File: src/vcpu_prio_pkg.sv
// Purpose: shared constants for the virtual cpu interface priority registers
// Assumes: coprocessor access fields arrive as decoded opcode fields
// Notes:   encodings are four-bit register fields and three-bit opcodes
package vcpu_prio_pkg;

  localparam int          PRIO_W         = 8;
  localparam int          DATA_W         = 32;
  localparam logic [3:0]  PMASK_CRN      = 4'h4;
  localparam logic [3:0]  PMASK_CRM      = 4'h6;
  localparam logic [2:0]  PMASK_OPC2     = 3'h0;
  localparam logic [3:0]  RUNPRI_CRN     = 4'hC;
  localparam logic [3:0]  RUNPRI_CRM     = 4'hB;
  localparam logic [2:0]  RUNPRI_OPC2    = 3'h3;
  localparam logic [3:0]  GRP1EN_CRN     = 4'hC;
  localparam logic [3:0]  GRP1EN_CRM     = 4'hC;
  localparam logic [2:0]  GRP1EN_OPC2    = 3'h7;
  localparam logic [2:0]  OPC1_GUEST     = 3'h0;
  localparam logic [3:0]  COPROC_SYS     = 4'hF;
  localparam logic [7:0]  PMASK_RESET    = 8'h00;
  localparam logic [7:0]  IDLE_PRIORITY  = 8'hFF;
  localparam logic        GRP1EN_RESET   = 1'b0;

  // outcome of one register access
  typedef enum logic [2:0] {
    RESP_OK_VIRT  = 3'b000,
    RESP_OK_PHYS  = 3'b001,
    RESP_UNDEF    = 3'b010,
    RESP_TRAP_GST = 3'b011,
    RESP_TRAP_HYP = 3'b100,
    RESP_NONE     = 3'b101
  } resp_type;

  // which register an access names
  typedef enum logic [1:0] {
    SEL_NONE   = 2'b00,
    SEL_PMASK  = 2'b01,
    SEL_RUNPRI = 2'b10,
    SEL_GRP1EN = 2'b11
  } sel_type;

  // keep only the implemented high priority bits
  function automatic logic [7:0] prioKeep(input logic [7:0] v, input int bits);
    logic [7:0] m;
    m = 8'hFF << (PRIO_W - bits);
    return v & m;
  endfunction

endpackage

File: src/vcpu_route_check.sv
// Purpose: routing and trap decision for guest-level accesses
// Assumes: all control inputs are stable core-clock signals
// Notes:   purely combinational; priority order is undefined, trap guest, trap hyp
`timescale 1ns/1ps
module vcpu_route_check
  import vcpu_prio_pkg::*;
(
  input  wire sel_type  sel,
  input  wire logic     nonsecureSelect,
  input  wire logic     guestLevel,
  input  wire logic     fastIrqRouteOverride,
  input  wire logic     normalIrqRouteOverride,
  input  wire logic     sysregIfaceEnable32,
  input  wire logic     sysregIfaceEnable64,
  input  wire logic     hypImplemented,
  input  wire logic     hypGroupTrap,
  input  wire logic     trapAllGroup1,
  input  wire logic     trapCommon,
  output resp_type      resp
);

  logic nsGuest;
  assign nsGuest = guestLevel && nonsecureSelect;

  // trap and routing decision
  always_comb
  begin
    resp = RESP_OK_VIRT;
    if (sel == SEL_NONE)
      resp = RESP_NONE;
    else if (nsGuest && !sysregIfaceEnable32)
      resp = RESP_UNDEF;
    else if (nsGuest && !sysregIfaceEnable64)
      resp = RESP_TRAP_GST;
    else if (nsGuest && hypImplemented && hypGroupTrap && sel != SEL_PMASK)
      resp = RESP_TRAP_HYP;
    else if (nsGuest && sel == SEL_GRP1EN && trapAllGroup1)
      resp = RESP_TRAP_HYP;
    else if (nsGuest && sel != SEL_GRP1EN && trapCommon)
      resp = RESP_TRAP_HYP;
    else if (nsGuest && sel == SEL_GRP1EN && !normalIrqRouteOverride)
      resp = RESP_OK_PHYS;
    else if (nsGuest && sel != SEL_GRP1EN && !fastIrqRouteOverride
             && !normalIrqRouteOverride)
      resp = RESP_OK_PHYS;
  end

endmodule

File: src/vcpu_prio_regs.sv
// Purpose: virtual priority mask, running priority and group 1 enable logic
// Assumes: one access request per cycle, answered on the next cycle
// Notes:   physical registers live outside; physical accesses are forwarded
`timescale 1ns/1ps

module vcpu_prio_regs
  import vcpu_prio_pkg::*;
#(
  parameter int PRIO_BITS = PRIO_W
)
(
  input  wire logic              clk,
  input  wire logic              resetn,
  input  wire logic              accValid,
  input  wire logic              accWrite,
  input  wire logic [3:0]        accCoproc,
  input  wire logic [2:0]        accOpc1,
  input  wire logic [3:0]        accCrn,
  input  wire logic [3:0]        accCrm,
  input  wire logic [2:0]        accOpc2,
  input  wire logic [DATA_W-1:0] accWdata,
  input  wire logic              nonsecureSelect,
  input  wire logic              guestLevel,
  input  wire logic              fastIrqRouteOverride,
  input  wire logic              normalIrqRouteOverride,
  input  wire logic              sysregIfaceEnable32,
  input  wire logic              sysregIfaceEnable64,
  input  wire logic              hypImplemented,
  input  wire logic              hypGroupTrap,
  input  wire logic              trapAllGroup1,
  input  wire logic              trapCommon,
  input  wire logic              activeValid,
  input  wire logic [7:0]        activePriority,
  input  wire logic              pendValid,
  input  wire logic [7:0]        pendPriority,
  input  wire logic [DATA_W-1:0] physRdata,
  output logic                   respValid,
  output resp_type               respCode,
  output logic [DATA_W-1:0]      respRdata,
  output logic                   physReq,
  output logic                   physWrite,
  output sel_type                physSel,
  output logic [DATA_W-1:0]      physWdata,
  output logic                   virtIrq,
  output logic                   group1Enable
);

  // ----------------------------------------------------------------
  // state
  // ----------------------------------------------------------------
  typedef struct packed {
    logic [7:0]        pmask;
    logic              grp1En;
    logic              respValid;
    resp_type          respCode;
    logic [DATA_W-1:0] respRdata;
    logic              physReq;
    logic              physWrite;
    sel_type           physSel;
    logic [DATA_W-1:0] physWdata;
    logic              virtIrq;
  } state_type;

  state_type stateQ;
  state_type stateD;
  sel_type   sel;
  resp_type  route;

  // ----------------------------------------------------------------
  // access decode
  // ----------------------------------------------------------------
  function automatic logic encMatch(input logic [3:0] crn, input logic [3:0] crm,
                                    input logic [2:0] opc2);
    return accCoproc == COPROC_SYS && accOpc1 == OPC1_GUEST && accCrn == crn
           && accCrm == crm && accOpc2 == opc2;
  endfunction

  // select the named register; running priority writes are not mapped
  always_comb
  begin
    sel = SEL_NONE;
    if (accValid)
    begin
      if (encMatch(PMASK_CRN, PMASK_CRM, PMASK_OPC2))
        sel = SEL_PMASK;
      else if (encMatch(RUNPRI_CRN, RUNPRI_CRM, RUNPRI_OPC2) && !accWrite)
        sel = SEL_RUNPRI;
      else if (encMatch(GRP1EN_CRN, GRP1EN_CRM, GRP1EN_OPC2))
        sel = SEL_GRP1EN;
    end
  end

  vcpu_route_check u_route (
    .sel                    (sel),
    .nonsecureSelect        (nonsecureSelect),
    .guestLevel             (guestLevel),
    .fastIrqRouteOverride   (fastIrqRouteOverride),
    .normalIrqRouteOverride (normalIrqRouteOverride),
    .sysregIfaceEnable32    (sysregIfaceEnable32),
    .sysregIfaceEnable64    (sysregIfaceEnable64),
    .hypImplemented         (hypImplemented),
    .hypGroupTrap           (hypGroupTrap),
    .trapAllGroup1          (trapAllGroup1),
    .trapCommon             (trapCommon),
    .resp                   (route)
  );

  // ----------------------------------------------------------------
  // running priority: group priority at minimum binary point
  // ----------------------------------------------------------------
  logic [7:0] runPri;
  always_comb
  begin
    if (!activeValid)
      runPri = IDLE_PRIORITY;
    else
      runPri = {activePriority[7:1], 1'b0};
  end

  // ----------------------------------------------------------------
  // next state
  // ----------------------------------------------------------------
  always_comb
  begin
    stateD = stateQ;
    stateD.respValid = 1'b0;
    stateD.respCode = RESP_NONE;
    stateD.respRdata = '0;
    stateD.physReq = 1'b0;
    stateD.physWrite = 1'b0;
    stateD.physSel = SEL_NONE;
    stateD.physWdata = '0;
    if (accValid)
    begin
      stateD.respValid = 1'b1;
      stateD.respCode = route;
      if (route == RESP_OK_PHYS)
      begin
        stateD.physReq = 1'b1;
        stateD.physWrite = accWrite;
        stateD.physSel = sel;
        stateD.physWdata = accWdata;
      end
      else if (route == RESP_OK_VIRT)
      begin
        case (sel)
          SEL_PMASK:
            if (accWrite)
              stateD.pmask = prioKeep(accWdata[7:0], PRIO_BITS);
            else
              stateD.respRdata = {24'h000000, stateQ.pmask};
          SEL_RUNPRI:
            stateD.respRdata = {24'h000000, runPri};
          SEL_GRP1EN:
            if (accWrite)
              stateD.grp1En = accWdata[0];
            else
              stateD.respRdata = {31'h00000000, stateQ.grp1En};
          default:
            stateD.respRdata = '0;
        endcase
      end
    end
    // interrupt filter uses the mask about to be held, so a write gates at once
    stateD.virtIrq = pendValid && stateD.grp1En
                     && (prioKeep(pendPriority, PRIO_BITS) < stateD.pmask);
  end

  // register the state
  always_ff @(posedge clk or negedge resetn)
  begin
    if (!resetn)
    begin
      stateQ <= '0;
      stateQ.pmask <= PMASK_RESET;
      stateQ.grp1En <= GRP1EN_RESET;
      stateQ.respCode <= RESP_NONE;
      stateQ.physSel <= SEL_NONE;
    end
    else
      stateQ <= stateD;
  end

  assign respValid = stateQ.respValid;
  assign respCode = stateQ.respCode;
  assign respRdata = (stateQ.physReq && !stateQ.physWrite) ? physRdata : stateQ.respRdata;
  assign physReq = stateQ.physReq;
  assign physWrite = stateQ.physWrite;
  assign physSel = stateQ.physSel;
  assign physWdata = stateQ.physWdata;
  assign virtIrq = stateQ.virtIrq;
  assign group1Enable = stateQ.grp1En;
endmodule

File: config.mk
export PLATFORM = sky130hd
export DESIGN_NAME = vcpu_prio_regs
export DESIGN_NICKNAME = d
export VERILOG_FILES = /design/src/vcpu_prio_pkg.sv /design/src/vcpu_route_check.sv /design/src/vcpu_prio_regs.sv
export SDC_FILE = /design/constraint.sdc
export NUM_CORES = 1
export LEC_CHECK = 0
export ABC_AREA = 1
export BUFFER_PORTS_ARGS = -buffer_cell sky130_fd_sc_hd__buf_2
export CORE_ASPECT_RATIO = 1.4
export CORE_MARGIN = 2
export CORE_UTILIZATION = 45
export DETAILED_ROUTE_END_ITERATION = 16
export HOLD_SLACK_MARGIN = 0.06
export PLACE_DENSITY_LB_ADDON = 0.08
export SLEW_MARGIN = 40
export SYNTH_ARGS = -nofsm -noshare
export SYNTH_HDL_FRONTEND = slang
export SYNTH_SLANG_ARGS = --single-unit
export TNS_END_PERCENT = 50
File: constraint.sdc
create_clock -name clk -period 3.77 [get_ports clk]
set_input_delay 0.5655 -clock clk [delete_from_list [all_inputs] [get_ports clk]]
set_output_delay 0.5655 -clock clk [all_outputs]
set_load 0.02 [all_outputs]
==> flow_summary.yaml, run 1 <==
outcome:
  run_status: "complete, no violations"
global_routing:
  grt_pass1_vias: 2771
  grt_overflow: 0
  antenna_found_initial: 0
  grtUsageTotal: 0.205
  grt_start_max_net_pins: 36
  grt_pass1_wl_mm: 12.3
clock_tree:
  clockBufferDepth: 2
  cts_sinks: 58
  cts_resized: 0
  cts_tree: "built"
  clk_pin_slew_ns: 0.06
  clock-root-buffer: "clkbuf_8"
  numCtsBuffers: 9
  post-cts-setup-buffer-count: 0
  hold_buffers: 0
  htreeDepth: 3
  clock_latency_ns: 0.33
detailed_routing:
  vias_per_cell: 4.33
  ant_nets: 0
  wl_met2_mm: 3.97
  routed_wl_mm: 7.78
  top_layer: "met4"
  vias: 2848
  routedWlPerCell_um: 11.8
  wl_met1_mm: 2.87
  dr.pass1.iters: 4
  route.detailed.drc: 0
  drt_iter0_drc: 108
  met3_length_um: 715
final_layout:
  fillers: 645
  fin_nets: 680
  diodes: 0
  drive_gt1_frac: 0.448
  fin_util: 0.597
  area_growth_pct: 28.3
critical_path:
  cp_max_fo: 14
  crit_path_cell_trace: "buf_2 > nor3_2 > nand3_1 > nor2_1 > nand2_1 > inv_2 > nor2_4 > nand2_4 > nand2_4 > nor2_4 > nand2_4 > nor3_4 > buf_4 > nand2_2 > o21ai_2 > inv_2 > ha_1 > nand2_1 > nand2_1 > nor2_1 > o2111ai_1 > a21oi_1"
  reg2reg_slack_ns: 2.34
  timing.rr.end: "virtIrq$_DFF_PN0_"
  worst_setup_path_end_kind: "register"
  max_stage_delay_ns: 0.28
  r2r-start: "stateQ[81]$_DFF_PN0_"
  cp-start-kind: "input port"
  crit_required_ns: 4.03
  cp_slowest_cell: "ha_1"
  crit_type: "input port to register"
  r2r.worst_path.cells: 9
  cp.arrival_ns: 3.18
logic_synthesis:
  synth-main-ff-cell: "dfrtp_1"
  ys_seq_area_frac: 0.447
  synth_nets: 524
  syn_avg_cell_area_um2: 8.07
  ys_seq_elements: 58
  ys_warn_count: 0
  ys_types: 33
  synth_edf_count: 0
  syn_area_mm2: 0.00325
  synth_cells: 403
  synthArstFlopShare: 1.00
power_and_ir_drop:
  p_per_area_mw_per_mm2: 292
  ir_drop_v: 0.000138
  p_leak_nw: 2.74
sta:
  min_period_ns: 2.92
  drv_slew: 0
  fmax_mhz: 343
  setup_viol: 0
  clock_skew_ns: 0.00154
  layout_worst_path_cycle_share: 0.774
  hold_viol: 0
  maxSlewHeadroom: 0.557
  rsz0062_at_grt: "false"
  fin_setup_tns_ns: 0
  tightest_slew_ns: 0.664
floorplanning:
  start_util: 0.466
  die_x_um: 75.8
  io_pins: 188
  fp-row-count: 36
  core_mm2: 0.00698
  dieArea_mm2: 0.00793
  die_h_um: 105
place:
  port_buffers: 186
  gp_congestion: 0.765
  dp_hpwl_mm: 6.22
run:
  max_cap_violations: 0
worst_hold_path:
  min_path_type: "input port to async pin"
## worst max path at each step
stage / start / endpoint / slack [ns] / cells past startpoint
after floorplan: accCrn[0] / virtIrq$_DFF_PN0_ / 0.86 / 21
after global placement: accOpc1[1] / virtIrq$_DFF_PN0_ / 0.58 / 22
after detailed placement: accOpc1[1] / virtIrq$_DFF_PN0_ / 0.48 / 22
after CTS: accOpc1[1] / virtIrq$_DFF_PN0_ / 0.83 / 22
after global routing: accOpc1[1] / virtIrq$_DFF_PN0_ / 0.47 / 22
final: accOpc1[1] / virtIrq$_DFF_PN0_ / 0.85 / 22
## cell usage in the layout, fill, tap and decap left out, drive strengths merged, types with 2 or more instances in the layout
cell / n
nand2: 50
a21oi: 12
buf: 190
nand3: 17
clkbuf: 12
clkinv: 3
o21ai: 17
dfrtp: 56
inv: 95
ha: 7
mux2: 8
dfstp: 2
or2: 4
nand4: 2
nor2: 77
nor3: 4
## area by class of cell
cell class	count	area, um^2	area share
Clock inverter	3	17.5	0.00420
Tap cell	95	119	0.0285
Inverter	96	365	0.0876
Clock buffer	12	135	0.0324
Sequential cell	58	1450	0.349
Multi-Input combinational cell	204	1120	0.268
Timing Repair Buffer	190	963	0.231
## registers in the layout, indices dropped and copies added (netlist names)
register / cells
virtIrq: 1
respCode: 3
physWdata: 32
physSel: 2
group1Enable: 1
stateQ: 16
physReq: 1
physWrite: 1
respValid: 1
## cells in the mapped netlist (2+ instances only)
| master | number | area [um^2] |
|---|---|---|
| o21ai_2 | 7 | 61.3 |
| buf_4 | 37 | 278 |
| or2_2 | 3 | 18.8 |
| nor3_2 | 2 | 20.0 |
| nand2_4 | 3 | 33.8 |
| inv_2 | 11 | 41.3 |
| ha_1 | 7 | 87.6 |
| dfstp_2 | 2 | 52.6 |
| nor2_4 | 2 | 22.5 |
| clkbuf_1 | 7 | 26.3 |
| inv_1 | 84 | 315 |
| nand3_1 | 16 | 80.1 |
| nand4_1 | 2 | 12.5 |
| a21oi_1 | 12 | 60.1 |
| nor2_1 | 74 | 278 |
| o21ai_0 | 9 | 45.0 |
| nand2_2 | 7 | 43.8 |
| mux2_2 | 8 | 90.1 |
| nand2_1 | 40 | 150 |
| nor3_4 | 2 | 32.5 |
| dfrtp_1 | 56 | 1400 |
## report_power, final
part | internal [mW] | switching, mW
Clock | 0.233 | 0.239
Sequential | 0.624 | 0.000310
Combinational | 0.0582 | 0.0628
## metal layers
layer | global-route usage | vias up
li1 | - | 1470
met5 | 0 | -
met3 | 0.0550 | 17
met1 | 0.217 | 1233
met4 | 0.0927 | 0
met2 | 0.360 | 128
## worst max-delay path, delay by kind of cell
family                   cells  cell delay, ns
AO/OA/AOI/OAI                3            0.32
AND/OR/NAND/NOR             14            1.48
adder cells (fa/ha/maj)      1            0.28
buffers and inverters        4            0.49
## per-stage QoR
stage	cells	total power, mW	worst slack (ns)	cell area, um^2	hold slack, ns
final	658	1.22	0.852	4170	0.177
after global placement	643	0.755	0.577	4020	0.501
after CTS	658	1.23	0.832	4170	0.327
after floorplan	403	0.676	0.864	3250	0.270
after global routing	658	1.27	0.473	4170	0.211
after detailed placement	643	0.758	0.479	4020	0.509
## kinds of logic (layout without fill, tap and decap cells)
kind of cell	Yosys count	count (layout)	share of synthesized area
simple gates	155	155	0.224
mux	8	8	0.0277
fa+ha+maj	7	7	0.0269
flops	58	58	0.447
compound gates	34	34	0.0647
buf+inv	141	301	0.209
No activity file was read; power rests on OpenSTA's default activity.
==> run 2: changes to the inputs <==
--- a/config.mk
+++ b/config.mk
@@ -9,7 +9,7 @@
 export BUFFER_PORTS_ARGS = -buffer_cell sky130_fd_sc_hd__buf_2
 export CORE_ASPECT_RATIO = 1.4
 export CORE_MARGIN = 2
-export CORE_UTILIZATION = 45
+export CORE_UTILIZATION = 44
 export DETAILED_ROUTE_END_ITERATION = 16
 export HOLD_SLACK_MARGIN = 0.06
 export PLACE_DENSITY_LB_ADDON = 0.08
==> constraint.sdc (replaced) <==
create_clock -name clk -period 3 [get_ports clk]
set_input_delay 0.45 -clock clk [delete_from_list [all_inputs] [get_ports clk]]
set_output_delay 0.45 -clock clk [all_outputs]
set_load 0.02 [all_outputs]
==> flow_summary.yaml, run 2 (same netlist as run 1, synthesis figures left out) <==
outcome:
  run_status: "complete, no violations"
detailed_routing:
  ant_nets: 0
  routedWlPerCell_um: 11.5
  routed_wl_mm: 7.67
  vias_per_cell: 4.33
  dr.pass1.iters: 4
  route.detailed.drc: 0
  vias: 2881
  drt_iter0_drc: 82
critical_path:
  worst_setup_path_end_kind: "register"
  crit_type: "input port to register"
  cp_top_family: "simple AND/OR/NAND/NOR gates"
  cp.arrival_ns: 2.85
  critical_path_buf_inv_count: 4
  cp_slowest_cell: "ha_1"
  cp-start-kind: "input port"
  crit_path_cell_trace: "buf_2 > nor3_2 > nand3_1 > nor2_1 > nand2_1 > inv_2 > nor2_4 > nand2_4 > nand2_4 > nor2_4 > nand2_4 > nor3_4 > buf_12 > nand2_2 > o21ai_2 > inv_2 > ha_1 > nand2_1 > nand2_1 > nor2_1 > o2111ai_1 > a21oi_1"
  cp_max_fo: 14
  crit_required_ns: 3.26
  max_stage_delay_ns: 0.28
place:
  gp_congestion: 0.772
  port_buffers: 186
  dp_hpwl_mm: 6.26
  dp_slack_ns: 0.00442
  dp.cells: 649
global_routing:
  grt_overflow: 0
  grt_start_max_net_pins: 42
  grtUsageTotal: 0.198
  antenna_found_initial: 0
  grt_pass1_wl_mm: 12.5
  grt_pass1_vias: 2691
clock_tree:
  clock_latency_ns: 0.34
  cts_resized: 0
  clockBufferDepth: 2
  clock-root-buffer: "clkbuf_8"
  cts_sinks: 58
  clk_pin_slew_ns: 0.07
  htreeDepth: 3
  cts_tree: "built"
  numCtsBuffers: 9
floorplanning:
  fp-row-count: 37
  die_x_um: 76.6
  start_util: 0.447
  dieArea_mm2: 0.00810
  die_h_um: 106
  core_mm2: 0.00727
  io_pins: 188
power_and_ir_drop:
  p_leak_nw: 2.81
  ir_drop_v: 0.000276
  p_per_area_mw_per_mm2: 411
final_layout:
  multi_input_area_mm2: 0.00112
  layout_common_cells: "buf_2 (186), inv_1 (84), nor2_1 (74)"
  fin_nets: 685
  area_growth_pct: 32.3
  stdcell_count: 666
  diodes: 0
  drive_gt1_frac: 0.455
  largest_register_ffs: 32
  fillers: 725
  final-seq-area_mm2: 0.00145
  final_common_cell: "buf_2"
sta:
  layout_worst_path_cycle_share: 0.860
  rsz0062_at_grt: "false"
  hold_viol: 0
  tightest_slew_ns: 0.697
  fmax_mhz: 387
  fin_setup_tns_ns: 0
  clock_skew_ns: 0.00368
  setup_viol: 0
  maxSlewHeadroom: 0.534
  finalWorstSetupSlack_ns: 0.419
  min_period_ns: 2.58
  drv_slew: 0
run:
  max_cap_violations: 0
worst_hold_path:
  min_path_type: "input port to register"
==> run 2: per-stage QoR <==
| step | power (mW) | cell area, um^2 | util | hold slack (ns) |
|---|---|---|---|---|
| 3_3_place_gp | 0.950 | 4060 | 0.559 | 0.406 |
| 4_1_cts | 1.79 | 4300 | 0.591 | 0.283 |
| 2_1_floorplan | 0.849 | 3250 | - | 0.154 |
| 5_1_grt | 1.84 | 4300 | 0.591 | 0.288 |
| 3_5_place_dp | 0.953 | 4060 | 0.559 | 0.413 |
| 6_report | 1.77 | 4300 | 0.591 | 0.296 |
==> run 2: metal layers <==
metal  vias to the layer above  GRT usage  wire length [um]
met2                       116      0.355              4010
met1                      1277      0.217              3020
met5                         -          0                 0
met3                         7     0.0591               544
met4                         0     0.0805                93
li1                       1481          -                 -
==> run 2: worst paths after layout <==
path / startpoint / to / slack [ns] / depth (start not counted)
worst max-delay path: accOpc1[1] / virtIrq$_DFF_PN0_ / 0.42 / 22
worst min-delay path: accValid / respValid$_DFF_PN0_ / 0.30 / 1
worst max register to register: stateQ[81]$_DFF_PN0_ / virtIrq$_DFF_PN0_ / 1.62 / 9
worst min register to register: stateQ[79]$_DFF_PN0_ / stateQ[79]$_DFF_PN0_ / 0.52 / 2
max in group asynchronous: resetn / respCode[2]$_DFF_PN1_ / 1.56 / 3
min in group asynchronous: resetn / physWdata[3]$_DFF_PN0_ / 0.58 / 2
==> run 2: cell type report <==
type | instances | area share
clock inverter | 4 | 0.0172
tap | 97 | 0.0282
clock buffer | 12 | 0.0361
sequential | 58 | 0.338
inverter | 96 | 0.0850
timing repair buffer | 195 | 0.236
multi-input combinational | 204 | 0.260
==> run 2: timing repair <==
item                                   in CTS  in global routing
setup buffers                               0                  0
endpoints found under the hold margin      17                  0
hold buffers                                1                  0
==> run 2: power by group <==
part           switching, mW  total [mW]  internal [mW]
clock                  0.315       0.828          0.513
sequential          0.000509       0.784          0.784
combinational         0.0784       0.153         0.0744
